===== config.mk =====
export PLATFORM = sky130hd
export DESIGN_NAME = net_feature_config_space
export DESIGN_NICKNAME = d
export VERILOG_FILES = /design/src/hdl/netcfg_pkg.sv /design/src/hdl/agreed_if.sv /design/src/hdl/feature_dep_check.sv /design/src/hdl/frame_size_gate.sv /design/src/hdl/net_feature_config_space.sv
export SDC_FILE = /design/constraint.sdc
export NUM_CORES = 1
export LEC_CHECK = 0
export ABC_AREA = 1
export BUFFER_PORTS_ARGS = -buffer_cell sky130_fd_sc_hd__buf_4
export CELL_PAD_IN_SITES_DETAIL_PLACEMENT = 0
export CELL_PAD_IN_SITES_GLOBAL_PLACEMENT = 1
export CORE_ASPECT_RATIO = 1.4
export CORE_MARGIN = 5
export CORE_UTILIZATION = 45
export CTS_BUF_LIST = sky130_fd_sc_hd__clkbuf_4
export CTS_CLUSTER_SIZE = 24
export DETAILED_ROUTE_END_ITERATION = 10
export GPL_TIMING_DRIVEN = 0
export PLACE_DENSITY = 0.95
export SYNTH_ARGS = -nofsm -noshare
export SYNTH_HDL_FRONTEND = slang
export SYNTH_SLANG_ARGS = --single-unit

===== constraint.sdc =====
create_clock -name pclk -period 3.75 [get_ports pclk]
set_clock_uncertainty 0.1 [all_clocks]
set_input_delay 0.9375 -clock pclk [delete_from_list [all_inputs] [get_ports pclk]]
set_output_delay 0.9375 -clock pclk [all_outputs]
set_load 0.05 [all_outputs]

===== src/hdl/netcfg_pkg.sv =====
// Contract
// - Bit 0 device partial checksum, 1 driver; 7-10 driver rx segmentation, 11-14 device.
// - Bit 3 reports a transfer unit; once agreed the driver keeps under it.
// - Bit 5 station address, 15 merged receive buffers, 16 link-state field present.
// - Bits 17 control queue, 18 rx mode, 19 VLAN, 21 announce, 22 multiqueue, 23 address set.
// - Bits 56 UDP segment, 57 hash report, 59 header length, 60 steering, 61-63 as listed.
// - Bits 6, 41, 42 are legacy only; bit 41 is never offered.
// - Driver TSO4/TSO6/UFO need driver checksum; driver ECN needs driver TSO4 or TSO6.
// - Device TSO4/TSO6/UFO/USO need device checksum; device ECN, coalescing need TSO4 or TSO6.
// - Rx mode, VLAN, announce, multiqueue, address set, steering all need the control queue.
// - Config fields read-only; address always present; link-state only with its feature.
// - Link-state bit value 1 means link up, value 2 requests an announcement.
// - Queue-pair limit 1 to 0x8000, present only with multiqueue or steering.
// - Transfer unit 68 to 65535 when offered, and at least 1280.
// - The transfer unit never changes once set.
// - With transfer unit agreed, oversize received none/ECN packets are never delivered.
// - With transfer unit agreed, transmitted none/ECN packets up to the limit are forwarded whole.
// - Speed in 1 Mbit/s units, 0 to 0x7fffffff, 0xffffffff unknown.
// - Duplex 0x01 full, 0x00 half, 0xff unknown.
// - With speed reporting and link state agreed, speed and duplex hold while link up.
// - Key-size field at least 40 with steering or hash reporting.
// - Indirection table at least 128 entries of 16 bits with steering.
// - Hash-type bitmask present with steering or hash reporting.
package netcfg_pkg;

    // ------------------------------------------------------------
    // Feature bit positions
    // ------------------------------------------------------------
    localparam int F_DEV_CSUM      = 0;
    localparam int F_DRV_CSUM      = 1;
    localparam int F_CTRL_OFFLOAD  = 2;
    localparam int F_MTU           = 3;
    localparam int F_STATION_ADDR  = 5;
    localparam int F_LEGACY_GSO    = 6;
    localparam int F_DRV_TCP4      = 7;
    localparam int F_DRV_TCP6      = 8;
    localparam int F_DRV_ECN       = 9;
    localparam int F_DRV_UFO       = 10;
    localparam int F_DEV_TCP4      = 11;
    localparam int F_DEV_TCP6      = 12;
    localparam int F_DEV_ECN       = 13;
    localparam int F_DEV_UFO       = 14;
    localparam int F_MERGED_RXBUF  = 15;
    localparam int F_LINK_STATE    = 16;
    localparam int F_CTRL_QUEUE    = 17;
    localparam int F_CTRL_RXMODE   = 18;
    localparam int F_CTRL_VLAN     = 19;
    localparam int F_DRV_ANNOUNCE  = 21;
    localparam int F_MULTI_QUEUE   = 22;
    localparam int F_CTRL_ADDR_SET = 23;
    localparam int F_LEGACY_COAL4  = 41;
    localparam int F_LEGACY_COAL6  = 42;
    localparam int F_DEV_USO       = 56;
    localparam int F_HASH_REPORT   = 57;
    localparam int F_DRV_HDRLEN    = 59;
    localparam int F_STEERING      = 60;
    localparam int F_EXT_COALESCE  = 61;
    localparam int F_STANDBY       = 62;
    localparam int F_SPEED_DUPLEX  = 63;

    // ------------------------------------------------------------
    // Register byte addresses
    // ------------------------------------------------------------
    localparam logic [7:0] A_CFG0      = 8'h00; // address bytes 0-3
    localparam logic [7:0] A_CFG1      = 8'h04; // address 4-5, link state
    localparam logic [7:0] A_CFG2      = 8'h08; // queue pairs, transfer unit
    localparam logic [7:0] A_CFG3      = 8'h0c; // link rate
    localparam logic [7:0] A_CFG4      = 8'h10; // duplex, key size, table len
    localparam logic [7:0] A_CFG5      = 8'h14; // hash type mask
    localparam logic [7:0] A_DEV_FLO   = 8'h20;
    localparam logic [7:0] A_DEV_FHI   = 8'h24;
    localparam logic [7:0] A_DRV_FLO   = 8'h28;
    localparam logic [7:0] A_DRV_FHI   = 8'h2c;
    localparam logic [7:0] A_NEG_CTRL  = 8'h30;

    localparam int NC_COMMIT   = 0;  // write 1: agree the driver set
    localparam int NC_ERROR    = 1;  // read: last commit was refused (asked for an unoffered bit or broke a dependency)
    localparam int NC_ANN_CLR  = 2;  // write 1: clear announce request

    // ------------------------------------------------------------
    // Field codes and limits
    // ------------------------------------------------------------
    localparam int          ST_LINK_UP    = 0;
    localparam int          ST_ANNOUNCE   = 1;
    localparam logic [7:0]  DUPLEX_FULL   = 8'h01;
    localparam logic [7:0]  DUPLEX_HALF   = 8'h00;
    localparam logic [7:0]  DUPLEX_UNKN   = 8'hff;
    localparam logic [31:0] SPEED_MAX     = 32'h7fffffff;
    localparam logic [31:0] SPEED_UNKN    = 32'hffffffff;
    localparam logic [7:0]  GSO_NONE      = 8'h00;
    localparam logic [7:0]  GSO_ECN       = 8'h80;
    localparam int          QP_MIN        = 1;
    localparam int          QP_MAX        = 32'h8000;
    localparam int          MTU_MIN       = 68;
    localparam int          MTU_MAX       = 65535;
    localparam int          MTU_ADVISED   = 1280;
    localparam int          KEY_MIN       = 40;
    localparam int          TABLE_MIN     = 128;
    localparam int          L2_HDR_LEN    = 14;

    // ------------------------------------------------------------
    // Dependency check shared by offered and agreed sets
    // ------------------------------------------------------------
    function automatic logic dep_ok(input logic [63:0] f);
        logic ctl;
        ctl = f[F_CTRL_QUEUE];
        dep_ok = !((f[F_DRV_TCP4] | f[F_DRV_TCP6] | f[F_DRV_UFO]) & !f[F_DRV_CSUM])
            && !(f[F_DRV_ECN] & !(f[F_DRV_TCP4] | f[F_DRV_TCP6]))
            && !((f[F_DEV_TCP4] | f[F_DEV_TCP6] | f[F_DEV_UFO] | f[F_DEV_USO])
                 & !f[F_DEV_CSUM])
            && !((f[F_DEV_ECN] | f[F_EXT_COALESCE])
                 & !(f[F_DEV_TCP4] | f[F_DEV_TCP6]))
            && !((f[F_CTRL_RXMODE] | f[F_CTRL_VLAN] | f[F_DRV_ANNOUNCE]
                 | f[F_MULTI_QUEUE] | f[F_CTRL_ADDR_SET] | f[F_STEERING]) & !ctl);
    endfunction

endpackage


===== src/hdl/agreed_if.sv =====
`timescale 1ns/1ps
// Transfer-unit agreed flag and the fixed transfer unit, passed to the size gate.
interface agreed_if;
    logic        mtu_agreed;
    logic [15:0] mtu;
    modport src (output mtu_agreed, output mtu);
    modport dst (input mtu_agreed, input mtu);
endinterface


===== src/hdl/feature_dep_check.sv =====
`timescale 1ns/1ps
module feature_dep_check (
    input  wire logic        pclk,
    input  wire logic        presetn,
    input  wire logic        check,
    input  wire logic [63:0] want,
    input  wire logic [63:0] offered,
    output logic             accept,
    output logic             reject
);
    // A set is refused when it asks for anything not offered or breaks a dependency.
    wire legal = ((want & ~offered) == 64'h0) && netcfg_pkg::dep_ok(want);

    always_ff @(posedge pclk or negedge presetn)
    begin
        if (!presetn)
        begin
            accept <= 1'b0;
            reject <= 1'b0;
        end
        else
        begin
            accept <= check & legal;
            reject <= check & !legal;
        end
    end
endmodule // feature_dep_check


===== src/hdl/frame_size_gate.sv =====
`timescale 1ns/1ps
module frame_size_gate (
    input  wire logic        pclk,
    input  wire logic        presetn,
    agreed_if.dst            agr,
    input  wire logic        pkt_valid,
    input  wire logic        pkt_is_tx,
    input  wire logic [15:0] pkt_len,
    input  wire logic [7:0]  pkt_gso,
    output logic             pass_r,
    output logic             drop_r
);
    // ------------------------------------------------------------
    // Size limit
    // ------------------------------------------------------------
    // The limit is widened by one bit so an MTU of 65535 plus header cannot wrap.
    wire [16:0] limit    = {1'b0, agr.mtu} + 17'(netcfg_pkg::L2_HDR_LEN);
    wire        plain    = (pkt_gso == netcfg_pkg::GSO_NONE) || (pkt_gso == netcfg_pkg::GSO_ECN);
    wire        oversize = agr.mtu_agreed && plain && ({1'b0, pkt_len} > limit);
    // Received oversize frames are dropped; transmit frames within the limit always pass.
    wire        drop     = !pkt_is_tx && oversize;
    wire        pass     = !drop;

    always_ff @(posedge pclk or negedge presetn)
    begin
        if (!presetn)
        begin
            pass_r <= 1'b0;
            drop_r <= 1'b0;
        end
        else
        begin
            pass_r <= pkt_valid & pass;
            drop_r <= pkt_valid & drop;
        end
    end
endmodule // frame_size_gate


===== src/hdl/net_feature_config_space.sv =====
// The implementer's own choices: the placing of the registers and the APB interface to the registers.
`timescale 1ns/1ps
module net_feature_config_space #(
    parameter logic [63:0] OFFERED      = 64'h9000_0000_0063_f82b,
    parameter logic [47:0] STATION_ADDR = 48'h02_00_00_00_00_01, // arbitrary
    parameter int          QUEUE_PAIRS  = 4,
    parameter int          MTU_VALUE    = 1500,
    parameter int          KEY_BYTES    = 40,
    parameter int          TABLE_LEN    = 128,
    parameter logic [31:0] HASH_TYPES   = 32'h0000_003f
) (
    input  wire logic        pclk,
    input  wire logic        presetn,
    // APB slave
    input  wire logic        psel,
    input  wire logic        penable,
    input  wire logic        pwrite,
    input  wire logic [7:0]  paddr,
    input  wire logic [31:0] pwdata,
    output logic             pready,
    output logic [31:0]      prdata,
    output logic             pslverr,
    // Link side
    input  wire logic        link_up,
    input  wire logic        announce_event,
    input  wire logic [31:0] link_speed,
    input  wire logic [7:0]  link_duplex,
    // Packet size checks
    input  wire logic        pkt_valid,
    input  wire logic        pkt_is_tx,
    input  wire logic [15:0] pkt_len,
    input  wire logic [7:0]  pkt_gso,
    output logic             pkt_pass,
    output logic             pkt_drop,
    // Agreed state
    output logic             features_ok,
    output logic [63:0]      agreed_features
);

    // ------------------------------------------------------------
    // Elaboration checks on the offered set and fixed fields
    // ------------------------------------------------------------
    if (!netcfg_pkg::dep_ok(OFFERED))
        $error("offered feature set breaks a dependency");
    if (OFFERED[netcfg_pkg::F_LEGACY_COAL4] || OFFERED[netcfg_pkg::F_LEGACY_COAL6]
        || OFFERED[netcfg_pkg::F_LEGACY_GSO])
        $error("legacy feature bit offered");
    if (QUEUE_PAIRS < netcfg_pkg::QP_MIN || QUEUE_PAIRS > netcfg_pkg::QP_MAX)
        $error("queue pair limit out of range");
    if (MTU_VALUE < netcfg_pkg::MTU_ADVISED || MTU_VALUE > netcfg_pkg::MTU_MAX)
        $error("transfer unit out of range");
    if (KEY_BYTES < netcfg_pkg::KEY_MIN || KEY_BYTES > 255)
        $error("steering key size out of range");
    if (TABLE_LEN < netcfg_pkg::TABLE_MIN || TABLE_LEN > 65535)
        $error("indirection table length out of range");

    // ------------------------------------------------------------
    // Offered feature decode
    // ------------------------------------------------------------
    wire off_link   = OFFERED[netcfg_pkg::F_LINK_STATE];
    wire off_mtu    = OFFERED[netcfg_pkg::F_MTU];
    wire off_qp     = OFFERED[netcfg_pkg::F_MULTI_QUEUE] | OFFERED[netcfg_pkg::F_STEERING];
    wire off_sd     = OFFERED[netcfg_pkg::F_SPEED_DUPLEX];
    wire off_rss    = OFFERED[netcfg_pkg::F_STEERING];
    wire off_hash   = OFFERED[netcfg_pkg::F_STEERING] | OFFERED[netcfg_pkg::F_HASH_REPORT];

    // ------------------------------------------------------------
    // State
    // ------------------------------------------------------------
    logic [63:0] drv_feat_r;
    logic [63:0] agreed_r;
    logic        ok_r;
    logic        err_r;
    logic        announce_r;
    logic [15:0] mtu_r;
    logic        mtu_set_r;
    logic [31:0] speed_r;
    logic [7:0]  duplex_r;
    logic        link_r;
    logic        pready_r;
    logic [31:0] prdata_r;
    logic        pslverr_r;
    logic        commit;
    logic        dep_accept;
    logic        dep_reject;

    agreed_if agr ();

    // ------------------------------------------------------------
    // APB decode
    // ------------------------------------------------------------
    // Every access takes one wait state so the answer comes straight from flops.
    wire acc     = psel & penable & !pready_r;
    // A write lands only at the edge that completes the transfer, with pready seen high.
    wire wr      = psel & penable & pready_r & pwrite;
    wire hit_cfg = (paddr <= netcfg_pkg::A_CFG5) && (paddr[1:0] == 2'b00);
    wire hit_own = (paddr == netcfg_pkg::A_DEV_FLO) || (paddr == netcfg_pkg::A_DEV_FHI)
                || (paddr == netcfg_pkg::A_DRV_FLO) || (paddr == netcfg_pkg::A_DRV_FHI)
                || (paddr == netcfg_pkg::A_NEG_CTRL);
    wire mapped  = hit_cfg | hit_own;
    wire wr_dlo  = wr && (paddr == netcfg_pkg::A_DRV_FLO);
    wire wr_dhi  = wr && (paddr == netcfg_pkg::A_DRV_FHI);
    wire wr_ctl  = wr && (paddr == netcfg_pkg::A_NEG_CTRL);
    // Config field writes fall through here with no effect and no error.
    assign commit = wr_ctl & pwdata[netcfg_pkg::NC_COMMIT];
    wire ann_clr = wr_ctl & pwdata[netcfg_pkg::NC_ANN_CLR];

    // ------------------------------------------------------------
    // Negotiation
    // ------------------------------------------------------------
    feature_dep_check u_dep (
        .pclk    (pclk),
        .presetn (presetn),
        .check   (commit),
        .want    (drv_feat_r),
        .offered (OFFERED),
        .accept  (dep_accept),
        .reject  (dep_reject)
    );

    wire neg_sd   = agreed_r[netcfg_pkg::F_SPEED_DUPLEX];
    wire neg_link = agreed_r[netcfg_pkg::F_LINK_STATE];

    always_ff @(posedge pclk or negedge presetn)
    begin
        if (!presetn)
        begin
            drv_feat_r <= 64'h0;
            agreed_r   <= 64'h0;
            ok_r       <= 1'b0;
            err_r      <= 1'b0;
        end
        else
        begin
            if (wr_dlo)
                drv_feat_r[31:0] <= pwdata;
            if (wr_dhi)
                drv_feat_r[63:32] <= pwdata;
            if (dep_accept)
            begin
                agreed_r <= drv_feat_r;
                ok_r     <= 1'b1;
                err_r    <= 1'b0;
            end
            else if (dep_reject)
            begin
                agreed_r <= 64'h0;
                ok_r     <= 1'b0;
                err_r    <= 1'b1;
            end
        end
    end

    // ------------------------------------------------------------
    // Link state, announce request and link rate
    // ------------------------------------------------------------
    // A new announce event wins over a clear in the same cycle.
    wire announce_nxt = announce_event | (announce_r & !ann_clr);
    // Rate and duplex freeze while the link is up once both features are agreed.
    wire hold_rate = neg_sd & neg_link & link_r;

    always_ff @(posedge pclk or negedge presetn)
    begin
        if (!presetn)
        begin
            announce_r <= 1'b0;
            link_r     <= 1'b0;
            speed_r    <= netcfg_pkg::SPEED_UNKN;
            duplex_r   <= netcfg_pkg::DUPLEX_UNKN;
        end
        else
        begin
            announce_r <= announce_nxt;
            link_r     <= link_up;
            if (!hold_rate)
            begin
                // Out-of-range inputs are reported as unknown.
                speed_r  <= (link_speed > netcfg_pkg::SPEED_MAX)
                            ? netcfg_pkg::SPEED_UNKN : link_speed;
                duplex_r <= (link_duplex == netcfg_pkg::DUPLEX_FULL
                             || link_duplex == netcfg_pkg::DUPLEX_HALF)
                            ? link_duplex : netcfg_pkg::DUPLEX_UNKN;
            end
        end
    end

    // ------------------------------------------------------------
    // Transfer unit, loaded once after reset release
    // ------------------------------------------------------------
    always_ff @(posedge pclk or negedge presetn)
    begin
        if (!presetn)
        begin
            mtu_r     <= 16'h0;
            mtu_set_r <= 1'b0;
        end
        else if (!mtu_set_r)
        begin
            mtu_r     <= 16'(MTU_VALUE);
            mtu_set_r <= 1'b1;
        end
    end

    assign agr.mtu_agreed = agreed_r[netcfg_pkg::F_MTU] & mtu_set_r;
    assign agr.mtu        = mtu_r;

    frame_size_gate u_gate (
        .pclk      (pclk),
        .presetn   (presetn),
        .agr       (agr),
        .pkt_valid (pkt_valid),
        .pkt_is_tx (pkt_is_tx),
        .pkt_len   (pkt_len),
        .pkt_gso   (pkt_gso),
        .pass_r    (pkt_pass),
        .drop_r    (pkt_drop)
    );

    // ------------------------------------------------------------
    // Configuration field view, packed little-endian
    // ------------------------------------------------------------
    // Absent fields read as zero; the address field is always present.
    wire [47:0] f_addr   = STATION_ADDR;
    wire [15:0] f_status = off_link ? {14'h0, announce_r, link_r} : 16'h0;
    wire [15:0] f_qp     = off_qp ? 16'(QUEUE_PAIRS) : 16'h0;
    wire [15:0] f_mtu    = off_mtu ? mtu_r : 16'h0;
    wire [31:0] f_speed  = off_sd ? speed_r : 32'h0;
    wire [7:0]  f_duplex = off_sd ? duplex_r : 8'h0;
    wire [7:0]  f_key    = off_hash ? 8'(KEY_BYTES) : 8'h0;
    wire [15:0] f_table  = off_rss ? 16'(TABLE_LEN) : 16'h0;
    wire [31:0] f_hash   = off_hash ? HASH_TYPES : 32'h0;

    // Address bytes sit first, lowest byte in the lowest lane.
    wire [31:0] w_cfg0 = f_addr[31:0];
    wire [31:0] w_cfg1 = {f_status, f_addr[47:32]};
    wire [31:0] w_cfg2 = {f_mtu, f_qp};
    wire [31:0] w_cfg4 = {f_table, f_key, f_duplex};
    wire [31:0] w_ctl  = {29'h0, 1'b0, err_r, ok_r};

    // ------------------------------------------------------------
    // Read mux
    // ------------------------------------------------------------
    logic [31:0] rd_mux;
    always_comb
    begin
        case (paddr)
            netcfg_pkg::A_CFG0:     rd_mux = w_cfg0;
            netcfg_pkg::A_CFG1:     rd_mux = w_cfg1;
            netcfg_pkg::A_CFG2:     rd_mux = w_cfg2;
            netcfg_pkg::A_CFG3:     rd_mux = f_speed;
            netcfg_pkg::A_CFG4:     rd_mux = w_cfg4;
            netcfg_pkg::A_CFG5:     rd_mux = f_hash;
            netcfg_pkg::A_DEV_FLO:  rd_mux = OFFERED[31:0];
            netcfg_pkg::A_DEV_FHI:  rd_mux = OFFERED[63:32];
            netcfg_pkg::A_DRV_FLO:  rd_mux = drv_feat_r[31:0];
            netcfg_pkg::A_DRV_FHI:  rd_mux = drv_feat_r[63:32];
            netcfg_pkg::A_NEG_CTRL: rd_mux = w_ctl;
            default:                rd_mux = 32'h0;
        endcase
    end

    always_ff @(posedge pclk or negedge presetn)
    begin
        if (!presetn)
        begin
            pready_r  <= 1'b0;
            prdata_r  <= 32'h0;
            pslverr_r <= 1'b0;
        end
        else
        begin
            pready_r  <= acc;
            pslverr_r <= acc & !mapped;
            if (acc & !pwrite)
                prdata_r <= rd_mux;
        end
    end

    assign pready          = pready_r;
    assign prdata          = prdata_r;
    assign pslverr         = pslverr_r;
    assign features_ok     = ok_r;
    assign agreed_features = agreed_r;

endmodule // net_feature_config_space


### After elaboration in Yosys (flattened, before gate mapping)

Index checks and enable logic that the tools add are counted.

* RAM bits: 0
* memories: 0
* memory bits (read-only): 0
* input port bits: 113
* logic and storage cells: 118
* register bits after elaboration: 212
* output and inout bits: 101
* latch bits: 0

* $mul: 0
* divide/modulo/power cells: 0
* bitwise operators: 34
* $add $sub $neg: 1
* shift operators: 0
* eq/ne operators: 12
* mux-type cells: 9
* magnitude comparators: 3
* reductions and logical operators: 41

Operator list (number)
* $pmux 32 s11: 1
* $mux 64: 2
* $logic_not 64->1: 1
* $eq 8x6->1 const B: 5
* $gt 32x31->1 const B: 1
* $mux 32: 1
* $logic_not 8->1: 3
* $and 1x1->1: 21
* $gt 16x17->1: 1
* $logic_not 1->1: 17
* $eq 8x4->1 const B: 2
* $eq 8x5->1 const B: 2
* $or 1x1->1: 13
* $add 11x4->12 const B: 1
* $logic_and 1x1->1: 12
* $eq 8x1->1 const B: 1
* $eq 8x3->1 const B: 1
* $eq 8x8->1 const B: 1
* $le 8x5->1 const B: 1
* $mux 8: 1
* $logic_or 1x1->1: 6
* $mux 1: 4
* $logic_not 2->1: 1
* $reduce_bool 2->1: 1

### Logic depth before layout (Yosys ltp)

Gate-level depths: netlist of run 1.

* depth in word-level cells: 11
* mapped depth: 11
* depth with buffers taken out: 11

### By module

Synthesis of run 1 repeated with hierarchy kept, for this count alone.

* cell total of the unflattened synthesis: 1364
* area, all modules: 10918.0 sq um

By module, submodules not included
* net_feature_config_space: sequential area each 5255.0 sq um, area an instance 9186.3 sq um, instances 1, cells an instance 1026
* feature_dep_check: sequential area each 50.0 sq um, area an instance 895.9 sq um, instances 1, cells an instance 217
* frame_size_gate: sequential area each 50.0 sq um, area an instance 835.8 sq um, instances 1, cells an instance 121

### Worst setup path after synthesis of run 1

No wires, ideal clock.

* path type: input to register
* start: input port paddr[0]
* end: register drv_feat_r[35]
* buffers on the path: 1
* data required time: 3.529 ns
* cell stages on the path: 9
* path slack: 1.702 ns
* data arrival time: 1.827 ns
* setup time: 0.121 ns
* cell sequence: inv_1 -> nand2_4 -> nor2_4 -> nand2_4 -> inv_4 -> nand2_4 -> buf_2 -> nand2_1 -> o21ai_1

* longest elaborated chain between the ends: 2

Ends and longest elaborated chain
* start: declaration: line net_feature_config_space.sv:18 `input wire logic [7:0] paddr,`
* $eq 8x6->1: line net_feature_config_space.sv:102 `wire wr_dhi = wr && (paddr == netcfg_pkg::A_DRV_FHI);`
* $logic_and 1x1->1: line net_feature_config_space.sv:102
* end signal: assignment: line net_feature_config_space.sv:138 `drv_feat_r[63:32] <= pwdata;`
* end: declaration: line net_feature_config_space.sv:70 `logic [63:0] drv_feat_r;`

Every way passes these cells.
A chain may end at the register's enable or synchronous reset.

### Worst setup path in the final report of run 1

* start: register agreed_r[3], in the netlist agreed_features[3]
* end: output port agreed_features[3]

RTL lines
* start: declaration: line net_feature_config_space.sv:71 `logic [63:0] agreed_r;`
* start signal: assignment: line net_feature_config_space.sv:141 `agreed_r <= drv_feat_r;`
* end: declaration: line net_feature_config_space.sv:37 `output logic [63:0] agreed_features`

No word-level cell between the ends.

==> impl_results.md, run 1 <==
- Status: completed
- Syn Nets: 1233
- HPWL Detailed: 25030 um
- Fill cells: 2021
- Largest stage delay, worst path: 510 ps
- Post-Syn Area: 0.009652 sq mm
- Commonest non-fill, non-tap cell in the layout: nand2_1
- CTS root buf: clkbuf_4
- R2R depth: 7
- Fin crit share: 0.6570
- Setup Fix Bufs, Post-CTS: 0
- Core footprint: 0.02113 sq mm
- Routed WL: 33010 um
- Buf/Inv on CP: 1
- Initial Util: 0.4569
- P per Cell Area: 365.3 mW/mm^2
- Die height: 183.3 um
- CTS resizes: 0
- Minimum clock period: 2464 ps
- Final Util: 0.5779
- Clk slew on worst S/H paths: 60 ps
- Most frequent cells in the layout: nand2_1 (267), buf_4 (213), dfrtp_1 (172)
- Slew Limit Fails: 0
- Ports: 214
- Peak VDD IR: 0.2586 mV
- Leakage: 0.006463 uW
- Seq/Total Area, Yosys: 0.5548
- Average routed wire per standard cell: 19.74 um
- Cell row count: 63
- Crit-path cells: buf_4
- Die width: 133.8 um
- Post-synth cell types: 37
- Largest net degree at the start of global routing: 108
- Critical path endpoint category: output pin
- Clk Latency, worst-skew pair: 690 ps
- CTS hold repair buffers: 0
- Critical Path RT: 2710 ps
- Worst EP arrival: 1430 ps
- RSZ-0062 raised after global routing: no
- R2r endpoint: f_speed[18]$_DFFE_PN1N_
- Cts bufs inserted: 49
- F_max: 405.9 MHz
- Synthesized area per cell: 8.664 sq um
- # Max-Cap Violations: 0
- RD Place Congestion: 0.9239
- Final TNS setup: 0 ps
- Sink Count: 212
- CP Class: flop to output pin
- FF-to-FF setup slack: 1940 ps
- Die area: 0.02452 sq mm
- Number of global-route vias before repair: 8781
- Hold Path Class: input pin to asynchronous set/reset pin
- Gr ovfl total: 0
- Critical Path Slowest Stage Cell: dfrtp_1
- Cells after synthesis: 1114
- Initial DRT Pass Iterations: 5
- Initial antenna violation count: 1
- Buffer depth of the longest clock path: 3
- Final Hold Fails: 0
- Fraction of layout cells with a size suffix above 1: 0.2899
- CP Launch Type: flop
- Reg-to-reg startpoint: agreed_features[16]$_DFFE_PN0P_
- H-tree depth reported by CTS: 2
- First-pass GRT wire length: 50110 um
- Vias: 8941
- Synth-to-Final Area Change: 26.48%
- Flip-flop and latch count after synthesis: 212
- Final-stage net count: 1497
- Worst-Margin Slew: 848.8 ps
- Crit-path max FO: 3
- CTS tree: yes
- ANT nets after route: 0
- GRT Total Usage: 0.2662
- Port Buffers: 212
- Vias per cell: 5.347
- Slew HR: 0.4341
- Syn. warnings: 0
- CP delay by family, top: flip-flops
- Setup violators final: 0
- Number of remaining DRC errors: 0
- Initial DRC count: 817
stage by stage:
step	worst slack, ps	power, uW	instance area (sq um)	std cells	hold WS, ps
after floorplan	1702	2496	9652	1114	309.0
after global placement	185.4	2675	11570	1586	352.0
after detailed placement	1198	2685	11600	1587	344.6
final	1286	4460	12210	1672	193.5
after CTS	1267	4490	12210	1671	220.6
after global routing	1258	4626	12210	1672	268.3
logic make-up after synthesis:
group           after synthesis  synth area share
flops                       212            0.5548
fa+ha+maj                     6          0.007778
compound gates              202            0.1208
buf+inv                     172           0.08219
mux                           1          0.001037
other cells                   1         0.0003885
simple gates                520            0.2330
cell usage after synthesis, drive strengths merged:
cell type  instances  area [sq um]
a21o               1         7.510
a21oi             14         70.07
a31oi              1         6.260
and3               1         6.260
buf               48         325.3
clkbuf            12         45.04
conb               1         3.750
dfrtp            172          4304
dfstp             40          1051
ha                 6         75.07
inv              112         422.9
mux2i              1         10.01
nand2            273          1055
nand3            153         778.3
nand4              2         12.51
nor2              86         369.1
nor3               3         15.01
nor4               1         6.260
o2111ai            1         8.760
o211ai             4         30.03
o21a               1         7.510
o21ai            161         869.6
o22a              19         166.4
or2                1         6.260
state kept, by name, summed over array words and instances, names as in the netlist, 8 cells and up:
| register | flops |
|---|---|
| duplex_r | 8 |
| prdata | 32 |
| drv_feat_r | 64 |
| agreed_features | 64 |
| f_speed | 32 |
metal layers:
layer / routed length [um] / track usage
met1: 12560 / 0.3286
met2: 16190 / 0.4481
met3: 2479 / 0.04802
met4: 1782 / 0.1359
met5: 0 / 0
worst max-delay path by stage:
stage | startpoint | end | slack, ps | depth (start not counted)
2_1_floorplan | paddr[0] | drv_feat_r[35]$_DFFE_PN0P_ | 1700 | 9
3_5_place_dp | paddr[0] | prdata[12]$_DFFE_PN0P_ | 1200 | 9
3_3_place_gp | presetn | link_r$_DFF_PN0_ | 190 | 1
6_report | agreed_features[3]$_DFFE_PN0P_ | agreed_features[3] | 1290 | 1
4_1_cts | agreed_features[3]$_DFFE_PN0P_ | agreed_features[3] | 1270 | 1
5_1_grt | agreed_features[3]$_DFFE_PN0P_ | agreed_features[3] | 1260 | 1
final cells by class:
type                            instances  area [sq um]  area share
Multi-Input combinational cell        730          3503      0.2870
Inverter                              112         422.9     0.03464
Clock buffer                           75         563.0     0.04612
Timing Repair Buffer                  213          1627      0.1332
Antenna cell                            1         2.502   0.0002050
Tap cell                              260         325.3     0.02665
Sequential cell                       212          5355      0.4387
Buffer                                 60         370.4     0.03034
Clock inverter                          9         38.79    0.003177
where the power goes:
group | internal, uW | total [uW] | leakage [uW] | switching, uW
Combinational | 123 | 297 | 0.00329 | 175
Sequential | 2330 | 2340 | 0.00281 | 16.1
Clock | 905 | 1820 | 0.000365 | 914
Total | 3360 | 4460 | 0.00646 | 1100
(Power assumes the default switching activity.)
==> run 2: changes to the inputs <==
--- a/config.mk
+++ b/config.mk
@@ -11,12 +11,12 @@
 export CELL_PAD_IN_SITES_GLOBAL_PLACEMENT = 1
 export CORE_ASPECT_RATIO = 1.4
 export CORE_MARGIN = 5
-export CORE_UTILIZATION = 45
+export CORE_UTILIZATION = 38
 export CTS_BUF_LIST = sky130_fd_sc_hd__clkbuf_4
 export CTS_CLUSTER_SIZE = 24
 export DETAILED_ROUTE_END_ITERATION = 10
 export GPL_TIMING_DRIVEN = 0
-export PLACE_DENSITY = 0.95
+export PLACE_DENSITY = 0.91
 export SYNTH_ARGS = -nofsm -noshare
 export SYNTH_HDL_FRONTEND = slang
 export SYNTH_SLANG_ARGS = --single-unit
==> constraint.sdc (replaced) <==
create_clock -name pclk -period 2.15 [get_ports pclk]
set_clock_uncertainty 0.1 [all_clocks]
set_input_delay 0.5375 -clock pclk [delete_from_list [all_inputs] [get_ports pclk]]
set_output_delay 0.5375 -clock pclk [all_outputs]
set_load 0.05 [all_outputs]
==> impl_results.md, run 2 (synthesis results as in run 1) <==
- # Max-Cap Violations: 0 (unchanged)
- Ports: 214 (unchanged)
- Most frequent cells in the layout: nand2_1 (267), buf_4 (213), dfrtp_1 (172)
- F_max: 483.2 MHz
- Setup Fix Bufs, Post-CTS: 0 (unchanged)
- Initial Util: 0.3829 (-0.07402)
- Worst EP arrival: 1430 ps (about the same)
- CTS tree: yes
- Vias: 9136 (+2.2%)
- First-pass GRT wire length: 52390 um (+4.6%)
- CP delay by family, top: flip-flops
- Largest net degree at the start of global routing: 113 (+4.6%)
- Hold Path Class: input pin to flop
- Minimum clock period: 2069 ps
- Clk Latency, worst-skew pair: 690 ps (about the same)
- Routed WL: 34500 um (+4.5%)
- Worst hold margin: 31.07 ps (-162.4 ps)
- RD Place Congestion: 0.9378 (+1.5%)
- Status: completed
- Peak VDD IR: 0.2391 mV (-7.6%)
- Port Buffers: 212 (unchanged)
- CP Launch Type: flop
- Cts bufs inserted: 50 (+2.0%)
- Buf/Inv on CP: 1 (unchanged)
- Vias per cell: 5.141 (-3.9%)
- Final TNS setup: 0 ps (unchanged)
- Commonest non-fill, non-tap cell in the layout: nand2_1
- Slew HR: 0.4892 (+0.05510)
- Final Hold Fails: 0 (unchanged)
- Die height: 198.6 um (+8.3%)
- GRT Total Usage: 0.2404 (-0.02585)
- Buffer depth of the longest clock path: 3 (unchanged)
- CTS root buf: clkbuf_4
- HPWL Detailed: 26230 um (+4.8%)
- H-tree depth reported by CTS: 2 (unchanged)
- Fill cells: 2490 (+23%)
- Place WS: -5.510 ps (-1203 ps)
- CP Class: flop to output pin
- Initial DRC count: 773 (-5.4%)
- Clk slew on worst S/H paths: 80 ps (+20 ps)
- P per Cell Area: 627.1 mW/mm^2 (+72%)
- Sink Count: 212 (unchanged)
- Leakage: 0.006642 uW (+2.8%)
- Final-stage net count: 1538 (+2.7%)
- WL met3: 2721 um (+9.8%)
- Critical Path RT: 1510 ps (-1200 ps)
- Gr ovfl total: 0 (unchanged)
- Crit-path max FO: 3 (unchanged)
- Critical path endpoint category: output pin
- Synth-to-Final Area Change: 31.72%
- WL met2: 17190 um (+6.2%)
- Critical Path Slowest Stage Cell: dfrtp_1
- Fin crit share: 0.9625
- Final Util: 0.5043 (-0.07357)
- Fin cells: 1777 (+6.3%)
- Die area: 0.02873 sq mm (+17%)
- Post-Place Cells: 1646 (+3.7%)
- Number of global-route vias before repair: 9435 (+7.4%)
- CTS resizes: 0 (unchanged)
- Core footprint: 0.02521 sq mm (+19%)
- Worst-Margin Slew: 766.2 ps (-82.65 ps)
- Multi-input gate area: 0.003503 sq mm (unchanged)
- ANT nets after route: 0 (unchanged)
- Top sig layer: met4
- Initial antenna violation count: 1 (unchanged)
- Register area: 0.005355 sq mm (unchanged)
- Setup violators final: 0 (unchanged)
- RSZ-0062 raised after global routing: no
- Die width: 144.7 um (+8.2%)
- Average routed wire per standard cell: 19.41 um (-1.7%)
- M1 WL: 12720 um (+1.3%)
- Largest stage delay, worst path: 490 ps (-20 ps)
- Crit-path cells: buf_4
- Slew Limit Fails: 0 (unchanged)
- Initial DRT Pass Iterations: 6 (+1)
- Post-route setup slack: 80.62 ps (-1206 ps)
- Cell row count: 69 (+9.5%)
- Fraction of layout cells with a size suffix above 1: 0.2787 (-0.01121)
- Number of remaining DRC errors: 0 (unchanged)
run 2: changes by cell type in the layout (fill, tap and decap cells not counted), sizes merged:
cell / delta
bufinv: +1
clkinv: +13
dlygate4sd3: +40
clkbuf: -5
inv: -2
clkinvlp: -1
run 2: path summary, 6_finish.rpt:
path,from,end,slack (ps),cells after the start
setup / recovery,agreed_features[3]$_DFFE_PN0P_,agreed_features[3],80,1
hold / removal,pwdata[5],drv_feat_r[5]$_DFFE_PN0P_,30,3
setup reg to reg,pready$_DFF_PN0_,prdata[31]$_DFFE_PN0P_,320,6
hold reg to reg,mtu_set_r$_DFF_PN0_,agr.mtu[2]$_DFFE_PN0N_,340,1
max in group asynchronous,presetn,f_speed[3]$_DFFE_PN1N_,530,3
min in group asynchronous,presetn,agreed_features[29]$_DFFE_PN0P_,390,2
run 2: through the flow:
step / area [sq um] / power [uW]
2_1_floorplan: 9652 / 4353
3_3_place_gp: 11640 / 4675
3_5_place_dp: 11680 / 4689
4_1_cts: 12710 / 8045
5_1_grt: 12710 / 8315
6_report: 12710 / 7972
run 2: final cells by class:
| cell class | instances | share of cell area |
|---|---|---|
| Inverter | 112 | 0.03326 |
| Timing Repair Buffer | 253 | 0.1594 |
| Tap cell | 319 | 0.03139 |
| Clock inverter | 20 | 0.008464 |
| Clock buffer | 70 | 0.04133 |
| Antenna cell | 1 | 0.0001968 |
| Multi-Input combinational cell | 730 | 0.2756 |
| Buffer | 60 | 0.02913 |
| Sequential cell | 212 | 0.4212 |
run 2: where the power goes:
group          switching [uW]  total [uW]  internal, uW
logic                     322         583           261
registers                28.4        4090          4060
clock network            1670        3300          1630
run 2: routing by layer:
metal	up-vias	track usage
met5	-	0
met1	4341	0.2875
met3	99	0.04401
met4	0	0.1265
met2	442	0.4089
li1	4254	-
run 2: what timing repair did:
action,CTS,global route
endpoints found under the hold margin,128,0
endpoints found under the setup margin,0,0
hold buffers,40,0
